$ cat src/rtl/pcs_pkg.sv
// Constants for the type-0 configuration space header of a memory-mapped serial target.
// Assumes byte offsets on a 32-bit configuration data path.
package pcs_pkg;
  // Word offsets, byte addresses
  localparam logic [7:0] OFF_IDENTITY = 8'h00;
  localparam logic [7:0] OFF_CMD_STAT = 8'h04;
  localparam logic [7:0] OFF_CLASS_REV = 8'h08;
  localparam logic [7:0] OFF_HDR_MISC = 8'h0c;
  localparam logic [7:0] OFF_MEM_BASE = 8'h10;
  localparam logic [7:0] OFF_SUBSYSTEM = 8'h2c;
  localparam logic [7:0] OFF_INT_ROUTE = 8'h3c;
  // Unused, expansion ROM and reserved words, all reading zero
  localparam logic [7:0] OFF_UNUSED_BASE_1 = 8'h14;
  localparam logic [7:0] OFF_UNUSED_BASE_2 = 8'h18;
  localparam logic [7:0] OFF_UNUSED_BASE_3 = 8'h1c;
  localparam logic [7:0] OFF_UNUSED_BASE_4 = 8'h20;
  localparam logic [7:0] OFF_UNUSED_BASE_5 = 8'h24;
  localparam logic [7:0] OFF_RSVD_A = 8'h28;
  localparam logic [7:0] OFF_EXP_ROM = 8'h30;
  localparam logic [7:0] OFF_RSVD_B = 8'h34;
  localparam logic [7:0] OFF_RSVD_C = 8'h38;
  // Status bit positions
  localparam int ST_PARITY_BIT = 31;
  localparam int ST_SYSERR_BIT = 30;
  localparam int ST_TABORT_BIT = 27;
  localparam int ST_MPERR_BIT = 24;
  localparam int ST_FAST_B2B_BIT = 23;
  // Command bit positions
  localparam int CMD_SERR_EN_BIT = 8;
  localparam int CMD_PARITY_EN_BIT = 6;
  localparam int CMD_MEM_EN_BIT = 1;
  localparam int CMD_IO_EN_BIT = 0;
  // Fixed field values
  localparam logic [23:0] CLASS_CODE = 24'h070002;
  localparam logic [7:0] HEADER_TYPE = 8'h00;
  localparam logic [7:0] SELF_TEST = 8'h00;
  localparam logic [7:0] INT_PIN_VALUE = 8'h01;
  // Memory window: 4K, base held in bits 31:12
  localparam int WIN_LSB = 12;
  // Values after reset
  localparam logic [31:0] SUBSYSTEM_RESET = 32'h00000000;
  localparam logic [19:0] MEM_BASE_RESET = 20'h00000;
  localparam logic [7:0] INT_LINE_RESET = 8'h00;
  // EEPROM load targets
  localparam logic EE_SEL_IDENTITY = 1'h0;
  localparam logic EE_SEL_SUBSYSTEM = 1'h1;
endpackage : pcs_pkg

$ cat src/rtl/pcs_config_regs.sv
// Configuration space header registers for a single-function memory target.
// Assumes a bus front end that decodes configuration cycles into one-cycle
// read and write strobes, and an EEPROM loader that presents whole words.
`timescale 1ns/10ps
`default_nettype none

module pcs_config_regs #(
  parameter logic [15:0] DEVICE_ID_DEFAULT = 16'h0a5a, // Arbitrary value
  parameter logic [15:0] VENDOR_ID_DEFAULT = 16'h05a5, // Arbitrary value
  parameter logic [7:0] REVISION = 8'h01
) (
  input wire logic clk,
  input wire logic arst_n,
  // Configuration access, one-cycle strobes
  input wire logic cfg_rd,
  input wire logic cfg_wr,
  input wire logic [7:0] cfg_addr,
  input wire logic [3:0] cfg_be_n,
  input wire logic [31:0] cfg_wdata,
  output logic [31:0] cfg_rdata,
  output logic cfg_rvalid,
  // EEPROM load words
  input wire logic ee_load,
  input wire logic ee_sel,
  input wire logic [31:0] ee_data,
  // Bus events
  input wire logic parity_err_seen,
  input wire logic system_err_seen,
  input wire logic target_abort_done,
  // Error pin requests
  output logic perr_report,
  output logic serr_drive_en,
  // Memory and I/O claim decode
  input wire logic mem_req,
  input wire logic io_req,
  input wire logic [31:0] req_addr,
  output logic mem_claim,
  output logic io_claim,
  output logic [11:0] mem_offset,
  // Command bits for the rest of the device
  output logic serr_enable,
  output logic parity_enable,
  output logic mem_enable
);

  typedef struct packed {
    logic [31:0] identity;
    logic [31:0] subsystem;
    logic [19:0] mem_base;
    logic [7:0] int_line;
    logic [31:0] rdata;
    logic rvalid;
    logic perr;
    logic serr;
    logic claim;
    logic io;
    logic [11:0] offset;
  } pcs_state_s;

  pcs_state_s st;
  pcs_state_s next_st;
  logic [31:0] rd_word;
  logic [31:0] cmd_stat;
  logic [31:0] wmask;
  logic flag_parity;
  logic flag_syserr;
  logic flag_tabort;
  logic cmd_serr_en;
  logic cmd_parity_en;
  logic cmd_mem_en;
  logic [7:0] word_addr;
  logic sel_cmd_stat;
  logic sel_mem_base;
  logic sel_int_route;
  logic clear_parity;
  logic clear_syserr;
  logic wr_cmd_serr;
  logic wr_cmd_parity;
  logic wr_cmd_mem;

  // Assemble the command and status word
  always_comb begin
    cmd_stat = 32'h00000000;
    cmd_stat[pcs_pkg::ST_PARITY_BIT] = flag_parity;
    cmd_stat[pcs_pkg::ST_SYSERR_BIT] = flag_syserr;
    cmd_stat[pcs_pkg::ST_TABORT_BIT] = flag_tabort;
    cmd_stat[pcs_pkg::ST_MPERR_BIT] = 1'b0;
    cmd_stat[pcs_pkg::ST_FAST_B2B_BIT] = 1'b1;
    cmd_stat[pcs_pkg::CMD_SERR_EN_BIT] = cmd_serr_en;
    cmd_stat[pcs_pkg::CMD_PARITY_EN_BIT] = cmd_parity_en;
    cmd_stat[pcs_pkg::CMD_MEM_EN_BIT] = cmd_mem_en;
    cmd_stat[pcs_pkg::CMD_IO_EN_BIT] = 1'b0;
  end

  // Read multiplexer over the header words
  always_comb begin
    rd_word = 32'h00000000;
    unique case (word_addr)
      pcs_pkg::OFF_IDENTITY: rd_word = st.identity;
      pcs_pkg::OFF_CMD_STAT: rd_word = cmd_stat;
      pcs_pkg::OFF_CLASS_REV: rd_word = {pcs_pkg::CLASS_CODE, REVISION};
      // header and self-test, zero timer bytes
      pcs_pkg::OFF_HDR_MISC: rd_word = {pcs_pkg::SELF_TEST, pcs_pkg::HEADER_TYPE, 16'h0000};
      pcs_pkg::OFF_MEM_BASE: rd_word = {st.mem_base, 12'h000};
      pcs_pkg::OFF_SUBSYSTEM: rd_word = st.subsystem;
      // interrupt pin one, latency bytes zero
      pcs_pkg::OFF_INT_ROUTE: rd_word = {16'h0000, pcs_pkg::INT_PIN_VALUE, st.int_line};
      // unused base address words read zero
      pcs_pkg::OFF_UNUSED_BASE_1: rd_word = 32'h00000000;
      pcs_pkg::OFF_UNUSED_BASE_2: rd_word = 32'h00000000;
      pcs_pkg::OFF_UNUSED_BASE_3: rd_word = 32'h00000000;
      pcs_pkg::OFF_UNUSED_BASE_4: rd_word = 32'h00000000;
      pcs_pkg::OFF_UNUSED_BASE_5: rd_word = 32'h00000000;
      pcs_pkg::OFF_EXP_ROM: rd_word = 32'h00000000;
      pcs_pkg::OFF_RSVD_A: rd_word = 32'h00000000;
      pcs_pkg::OFF_RSVD_B: rd_word = 32'h00000000;
      pcs_pkg::OFF_RSVD_C: rd_word = 32'h00000000;
      // Words outside the header read zero
      default: rd_word = 32'h00000000;
    endcase
  end

  // Byte enables to a bit mask, active high
  always_comb begin
    wmask = {{8{~cfg_be_n[3]}}, {8{~cfg_be_n[2]}}, {8{~cfg_be_n[1]}}, {8{~cfg_be_n[0]}}};
  end

  // Word decode of the configuration address, low bits ignored
  always_comb begin
    word_addr = {cfg_addr[7:2], 2'b00};
    sel_cmd_stat = (word_addr == pcs_pkg::OFF_CMD_STAT);
    sel_mem_base = (word_addr == pcs_pkg::OFF_MEM_BASE);
    sel_int_route = (word_addr == pcs_pkg::OFF_INT_ROUTE);
  end

  always_comb begin
    clear_parity = cfg_wr && sel_cmd_stat && wmask[pcs_pkg::ST_PARITY_BIT]
      && cfg_wdata[pcs_pkg::ST_PARITY_BIT];
    clear_syserr = cfg_wr && sel_cmd_stat && wmask[pcs_pkg::ST_SYSERR_BIT]
      && cfg_wdata[pcs_pkg::ST_SYSERR_BIT];
    wr_cmd_serr = cfg_wr && sel_cmd_stat && wmask[pcs_pkg::CMD_SERR_EN_BIT];
    wr_cmd_parity = cfg_wr && sel_cmd_stat && wmask[pcs_pkg::CMD_PARITY_EN_BIT];
    wr_cmd_mem = cfg_wr && sel_cmd_stat && wmask[pcs_pkg::CMD_MEM_EN_BIT];
  end

  // Next-state logic
  always_comb begin
    next_st = st;
    next_st.rvalid = cfg_rd;
    if (cfg_rd) begin
      next_st.rdata = rd_word;
    end
    // base address, upper 20 bits only
    if (cfg_wr && sel_mem_base) begin
      next_st.mem_base = (st.mem_base & ~wmask[31:12]) | (cfg_wdata[31:12] & wmask[31:12]);
    end
    // interrupt line byte; read-only words ignore writes
    if (cfg_wr && sel_int_route && !cfg_be_n[0]) begin
      next_st.int_line = cfg_wdata[7:0];
    end
    if (ee_load && (ee_sel == pcs_pkg::EE_SEL_IDENTITY)) begin
      next_st.identity = ee_data;
    end
    if (ee_load && (ee_sel == pcs_pkg::EE_SEL_SUBSYSTEM)) begin
      next_st.subsystem = ee_data;
    end
    next_st.perr = parity_err_seen && cmd_parity_en;
    next_st.serr = system_err_seen && cmd_serr_en;
    next_st.claim = mem_req && cmd_mem_en && (req_addr[31:12] == st.mem_base);
    next_st.offset = mem_req ? req_addr[11:0] : st.offset;
    next_st.io = io_req && 1'b0;
  end

  // State register; reset restores every field
  always_ff @(posedge clk or negedge arst_n) begin
    if (!arst_n) begin
      st.identity <= {DEVICE_ID_DEFAULT, VENDOR_ID_DEFAULT};
      st.subsystem <= pcs_pkg::SUBSYSTEM_RESET;
      st.mem_base <= pcs_pkg::MEM_BASE_RESET;
      st.int_line <= pcs_pkg::INT_LINE_RESET;
      st.rdata <= 32'h00000000;
      st.rvalid <= 1'b0;
      st.perr <= 1'b0;
      st.serr <= 1'b0;
      st.claim <= 1'b0;
      st.io <= 1'b0;
      st.offset <= 12'h000;
    end else begin
      st <= next_st;
    end
  end

  pcs_sticky_flag u_flag_parity (
    .clk(clk),
    .arst_n(arst_n),
    .set_evt(parity_err_seen),
    .clear_req(clear_parity),
    .flag(flag_parity)
  );

  pcs_sticky_flag u_flag_syserr (
    .clk(clk),
    .arst_n(arst_n),
    .set_evt(system_err_seen),
    .clear_req(clear_syserr),
    .flag(flag_syserr)
  );

  pcs_sticky_flag u_flag_tabort (
    .clk(clk),
    .arst_n(arst_n),
    .set_evt(target_abort_done),
    .clear_req(1'b0),
    .flag(flag_tabort)
  );

  pcs_rw_field #(
    .WIDTH(1)
  ) u_cmd_serr_en (
    .clk(clk),
    .arst_n(arst_n),
    .wr_en(wr_cmd_serr),
    .wr_data(cfg_wdata[pcs_pkg::CMD_SERR_EN_BIT]),
    .value(cmd_serr_en)
  );

  pcs_rw_field #(
    .WIDTH(1)
  ) u_cmd_parity_en (
    .clk(clk),
    .arst_n(arst_n),
    .wr_en(wr_cmd_parity),
    .wr_data(cfg_wdata[pcs_pkg::CMD_PARITY_EN_BIT]),
    .value(cmd_parity_en)
  );

  pcs_rw_field #(
    .WIDTH(1)
  ) u_cmd_mem_en (
    .clk(clk),
    .arst_n(arst_n),
    .wr_en(wr_cmd_mem),
    .wr_data(cfg_wdata[pcs_pkg::CMD_MEM_EN_BIT]),
    .value(cmd_mem_en)
  );

  // Outputs straight from the state register and the command field registers
  assign cfg_rdata = st.rdata;
  assign cfg_rvalid = st.rvalid;
  assign perr_report = st.perr;
  assign serr_drive_en = st.serr;
  assign mem_claim = st.claim;
  assign io_claim = st.io;
  assign mem_offset = st.offset;
  assign serr_enable = cmd_serr_en;
  assign parity_enable = cmd_parity_en;
  assign mem_enable = cmd_mem_en;

endmodule // pcs_config_regs

// Sticky status flag: an event sets it, a clear request or reset clears it
module pcs_sticky_flag (
  input wire logic clk,
  input wire logic arst_n,
  input wire logic set_evt,
  input wire logic clear_req,
  output logic flag
);

  typedef struct packed {
    logic flag;
  } pcs_flag_s;

  pcs_flag_s st;
  pcs_flag_s next_st;

  // Set is applied last so an event wins over a same-cycle clear
  always_comb begin
    next_st = st;
    if (clear_req) begin
      next_st.flag = 1'b0;
    end
    if (set_evt) begin
      next_st.flag = 1'b1;
    end
  end

  // Flag register, low after reset
  always_ff @(posedge clk or negedge arst_n) begin
    if (!arst_n) begin
      st.flag <= 1'b0;
    end else begin
      st <= next_st;
    end
  end

  // Flag output straight from its register
  assign flag = st.flag;

endmodule // pcs_sticky_flag

// Host-writable field: a write with its lane enabled loads it, reset clears it
module pcs_rw_field #(
  parameter int WIDTH = 1
) (
  input wire logic clk,
  input wire logic arst_n,
  input wire logic wr_en,
  input wire logic [WIDTH-1:0] wr_data,
  output logic [WIDTH-1:0] value
);

  typedef struct packed {
    logic [WIDTH-1:0] value;
  } pcs_field_s;

  pcs_field_s st;
  pcs_field_s next_st;

  // Load on an enabled write, otherwise hold
  always_comb begin
    next_st = st;
    if (wr_en) begin
      next_st.value = wr_data;
    end
  end

  // Field register, zero after reset
  always_ff @(posedge clk or negedge arst_n) begin
    if (!arst_n) begin
      st.value <= '0;
    end else begin
      st <= next_st;
    end
  end

  // Field output straight from its register
  assign value = st.value;

endmodule // pcs_rw_field

`default_nettype wire

$ cat config.mk
export PLATFORM = sky130hd
export DESIGN_NAME = pcs_config_regs
export DESIGN_NICKNAME = d
export VERILOG_FILES = /design/src/rtl/pcs_pkg.sv /design/src/rtl/pcs_config_regs.sv
export SDC_FILE = /design/constraint.sdc
export NUM_CORES = 1
export LEC_CHECK = 0
export BUFFER_PORTS_ARGS = -buffer_cell sky130_fd_sc_hd__clkbuf_2
export CORE_MARGIN = 4
export CORE_UTILIZATION = 29
export CTS_CLUSTER_DIAMETER = 80
export DETAILED_ROUTE_END_ITERATION = 8
export GPL_ROUTABILITY_DRIVEN = 0
export GPL_TIMING_DRIVEN = 0
export HOLD_SLACK_MARGIN = 0.06
export PLACE_DENSITY_LB_ADDON = 0.05
export SYNTH_ARGS = -nofsm -noshare
export SYNTH_HDL_FRONTEND = slang
export SYNTH_SLANG_ARGS = --single-unit
export TNS_END_PERCENT = 100
$ cat constraint.sdc
create_clock -name clk -period 1.8 [get_ports clk]
set_input_delay 0.09 -clock clk [delete_from_list [all_inputs] [get_ports clk]]
set_output_delay 0.09 -clock clk [all_outputs]
set_load 0.005 [all_outputs]
* Word level (Yosys, flattened, before mapping)
Cells that the tools add are included.
** Cells by class
- Eq/ne operators :: 6
- Muxes and demuxes :: 5
- Bitwise logic cells :: 9
- Reductions and logical operators :: 19
** Operators by type and width (number)
- 32-bit one-hot mux with 6 select lines :: 1
- 20-bit AND :: 2
- 20-bit equality test :: 1
- 20-bit NOT :: 1
- 20-bit bitwise OR :: 1
- 1-bit logical AND :: 15
- 6-bit by 4-bit equality test with 1-bit output (second input constant) :: 2
- 8-bit zero test :: 1
- 6-bit by 1-bit equality test with 1-bit output (second input constant) :: 1
- 6-bit by 2-bit equality test with 1-bit output (second input constant) :: 1
- 6-bit by 3-bit equality test with 1-bit output (second input constant) :: 1
- 1-bit NOT :: 5
- 1-bit 2-to-1 mux :: 4
- 2-bit nonzero test :: 2
- 1-bit zero test :: 1
** Storage, ports and cells
- Register bits after elaboration :: 146
- Input port bits :: 119
- Output and inout bits :: 52
- Word-level logic and storage cells :: 55

* Longest topological paths before layout
- Depth after elaboration :: 6
- Depth in mapped cells :: 6
- Mapped depth without buffers :: 4

* Cells and area by module
From an unflattened synthesis, not the netlist that was laid out.
** Second synthesis, totals
- Cells, all modules :: 518
- Area, all modules :: 6735.2 um^2
** By module, submodules not included
- pcs_config_regs :: instances 1, cells each 503, area each 6506.2 um^2, seq. area each 3518.4 um^2
- pcs_rw_field :: instances 3, cells each 2, area each 40.0 um^2, seq. area each 25.0 um^2
- pcs_sticky_flag :: instances 3, cells each 3, area each 36.3 um^2, seq. area each 25.0 um^2

* Worst setup path before layout
OpenSTA, ideal clock, no wires.
- Path kind :: input to register
- From :: input port cfg_addr[3]
- To :: register (tool-made name)
- Library setup time :: 0.125 ns
- Arrival :: 1.627 ns
- Required time :: 1.675 ns
- Slack :: 0.049 ns
- Stages :: 5
- Path buffers :: 1
- Cell sequence :: or4_1 buf_2 nor3b_4 nand3b_2 mux2_2
** RTL lines
- start: declaration :: line pcs_config_regs.sv:17 : input wire logic [7:0] cfg_addr,

* Worst setup path in the final report
- From :: input port cfg_addr[4]
- To :: register st (netlist bit cfg_rdata[22])
** Between the ends
- Longest elaborated chain between the ends :: 2
- Elaborated cells between the ends (all ways) :: 7
- Those cells by class :: eq/ne: 5; mux: 1; reduce/logical: 1
** Ends and longest elaborated chain
- 6-bit by 4-bit equality test with 1-bit output (tied with other cells) :: line pcs_config_regs.sv:98 : unique case (word_addr)
- 32-bit one-hot mux with 6 select lines (*) :: line pcs_config_regs.sv:98
- end signal: assignment :: line pcs_config_regs.sv:189 : st <= next_st;
- end: declaration :: line pcs_config_regs.sv:60 : pcs_state_s st;
Mark *: on every way between the ends. The rest lies on a longest branch, timed or not.
A chain may end at the register's enable or synchronous reset.

==> summary.txt <==
Status
  • Status: finished, final reports clean

Timing
  • Final setup vio count: 0
  • Number of hold violations in the final report: 0
  • Setup_tns: 0 ns
  • Part of the cycle the worst path needs: 94.4%
  • Number of max-slew violations in the final report: 0
  • Final worst slack: 0.101 ns
  • Worst Max-Slew Pin Slew: 1.00 ns
  • RSZ-0062 raised after global routing: yes
  • Fmax: 588 MHz
  • Final min period: 1.70 ns
  • Hold WS: 0.0838 ns
  • Slew margin rel.: 32.6%
  • Layout Skew: 0.00647 ns

Critical path
  • Crit path required time: 2.14 ns
  • Critical path fanouts, max: 10
  • Worst Setup SP: cfg_addr[4]
  • Endpoint type of the worst setup path: register
  • Critical path class: input port to register
  • CP arrival: 2.04 ns
  • Worst setup SP type: input port

Place
  • Buffers on Ports: 161
  • Post-detail-place hpwl: 14300 um
  • Placed Instances: 934
  • Worst slack, placed: -0.866 ns
  • Area after DPL: 7760 sq um

Finish
  • Layout area overhead: 42.2%
  • Finished Cell Area: 9330 sq um
  • Final nets: 890
  • Fillcell total: 2124
  • Non-Filler Instances: 1065
  • Share of cells above drive strength 1: 48.5%

Clock network
  • CTS H-tree lvls: 4
  • CTS Buf Count: 17
  • Sink Count: 146
  • Clock Path Buffers: 2
  • TritonCTS clock tree: built
  • Clk Latency, worst-skew pair: 0.41 ns
  • Worst-path clk slew: 0.06 ns
  • Clock root buffer: clkbuf_16

Run
  • Max-capacitance violation count: 0

Logic synthesis
  • Synth Flop Type: dfrtp_1
  • Net Count, Synth: 611
  • Asr flop ratio synth: 100%
  • Synthesized area per cell: 13.3 sq um
  • Mapped Cells: 492
  • Distinct cells, synth: 44
  • Synthesized area: 6560 sq um
  • Number of synthesized flops with an enable pin: 0
  • Flops & latches, synth: 146
  • Sequential area share after synthesis: 55.9%
  • Syn. warnings: 0

Die
  • Initial core utilization: 29.8%
  • # rows: 54
  • Core area: 22000 sq um
  • I/O Pins: 171
  • Die area: 25100 sq um
  • Die X-Extent: 158 um
  • Die H: 158 um

Route
  • Pre-antenna DRT Iters: 5
  • Antenna Nets Post-Route: 0
  • Vias: 4999
  • Per-cell routed wire length: 18.7 um
  • DRT Wirelength: 20000 um
  • Iter 0 DRT Violations: 137
  • DRC: 0
  • Routed vias/inst: 4.69

Global routing
  • Vias in the first global route: 5396
  • Gr ovfl total: 0
  • First-pass GRT wire length: 30800 um
  • Antenna violations before repair: 1
  • Largest net degree at the start of global routing: 86
  • Total GRT Usage: 16.2%

Power and ir drop
  • P per Cell Area: 887 nW/um^2
  • Max VDD drop: 0.000564 V
  • Pleak: 4.28 nW

Worst hold path
  • Hold wc startpoint: req_addr[21]
  • Worst hold path class: input port to register
==> kinds of logic (layout without fill, tap and decap cells) <==
| logic type | Yosys count | after routing | synth area share, % |
|---|---|---|---|
| flip-flops | 146 | 146 | 55.9 |
| multiplexers | 119 | 119 | 20.2 |
| buffers and inverters | 72 | 364 | 6.75 |
| AO/OA/AOI/OAI | 68 | 68 | 8.88 |
| AND/OR/NAND/NOR | 65 | 65 | 5.36 |
| XOR/XNOR | 20 | 20 | 2.67 |
| adder cells (fa/ha/maj) | 1 | 1 | 0.153 |
| other | 1 | 2 | 0.0571 |
==> cells in the mapped netlist (9+ instances only) <==
master,count,area [sq um]
o2bb2ai_1,22,193
nand2_1,19,71.3
clkbuf_1,15,56.3
mux2i_1,9,90.1
dfstp_2,12,315
mux2_2,110,1240
dfrtp_1,134,3350
xnor2_1,12,105
nor2_1,15,56.3
a222oi_1,13,130
buf_4,45,338
==> report_power, final <==
part / internal [mW] / total, mW / switching (mW)
sequential: 3.62 / 3.81 / 0.189
clock: 1.92 / 3.38 / 1.45
combinational: 0.644 / 1.09 / 0.448
==> what timing repair did <==
action | CTS | global route
endpoints found under the hold margin | 190 | 0
setup endpoints to repair | 57 | 28
resized for setup | 6 | 7
pin swaps | 1 | 2
gates cloned | 0 | 0
hold buffers | 93 | 0
buffers inserted | 3 | 2
==> metal layers <==
layer  up-vias  global-route usage (%)  wire (um)
met4         0                    4.06        170
li1       2326                       -          -
met2       111                    26.9       9700
met3        13                    2.96        821
met5         -                       0          0
met1      2549                    22.1       9260
==> final timing paths <==
kind | end | slack (ns) | cells after the start
min in group asynchronous | cfg_rdata[18]$_DFFE_PN0P_ | 0.28 | 2
min | mem_claim$_DFF_PN0_ | 0.08 | 4
max in group asynchronous | st[117]$_DFFE_PN1P_ | 0.72 | 3
max reg2reg | mem_claim$_DFF_PN0_ | 0.35 | 4
max | cfg_rdata[22]$_DFFE_PN0P_ | 0.10 | 5
min reg2reg | u_flag_tabort.flag$_DFFE_PN0P_ | 0.48 | 1
==> placed cells by master, fill, tap and decap left out, drive strengths merged, types with 2 or more instances in the layout <==
cell / synthesis / routed
a21o: 2 / 2
a21oi: 2 / 2
a221oi: 5 / 5
a222oi: 13 / 13
a22oi: 3 / 3
a2bb2oi: 5 / 5
a32oi: 7 / 7
and2: 2 / 2
buf: 56 / 64
clkbuf: 15 / 193
clkinv: 0 / 4
clkinvlp: 0 / 5
dfrtp: 134 / 134
dfstp: 12 / 12
dlygate4sd3: 0 / 93
inv: 1 / 4
mux2: 110 / 110
mux2i: 9 / 9
nand2: 19 / 19
nand3: 3 / 3
nand3b: 6 / 6
nand4: 5 / 5
nor2: 15 / 15
nor3: 4 / 4
nor4: 5 / 5
o22ai: 3 / 3
o2bb2ai: 22 / 22
xnor2: 12 / 12
xor2: 8 / 8
==> final cells by class <==
type	count	area, sq um	area share [%]
sequential	146	3670	39.3
antenna	1	2.50	0.0268
tap	280	350	3.75
clock inverter	13	129	1.38
buffer	71	445	4.77
inverter	1	3.75	0.0402
clock buffer	19	433	4.64
multi-input combinational	274	2480	26.5
timing repair buffer	260	1820	19.5
==> metrics by stage <==
| step | util, % | total power [mW] |
|---|---|---|
| detailed placement | 35.2 | 4.82 |
| global placement | 35.0 | 4.77 |
| global route | 42.4 | 8.67 |
| finish | 42.4 | 8.28 |
| floorplan | - | 4.35 |
| CTS | 42.2 | 8.43 |
==> critical path: stages <==
cell and delay (ns):
clkbuf_1 0.27, nor4_2 0.72, clkbuf_1 0.60, a222oi_1 0.18, o2bb2ai_1 0.17
(Power assumes the default switching activity.)
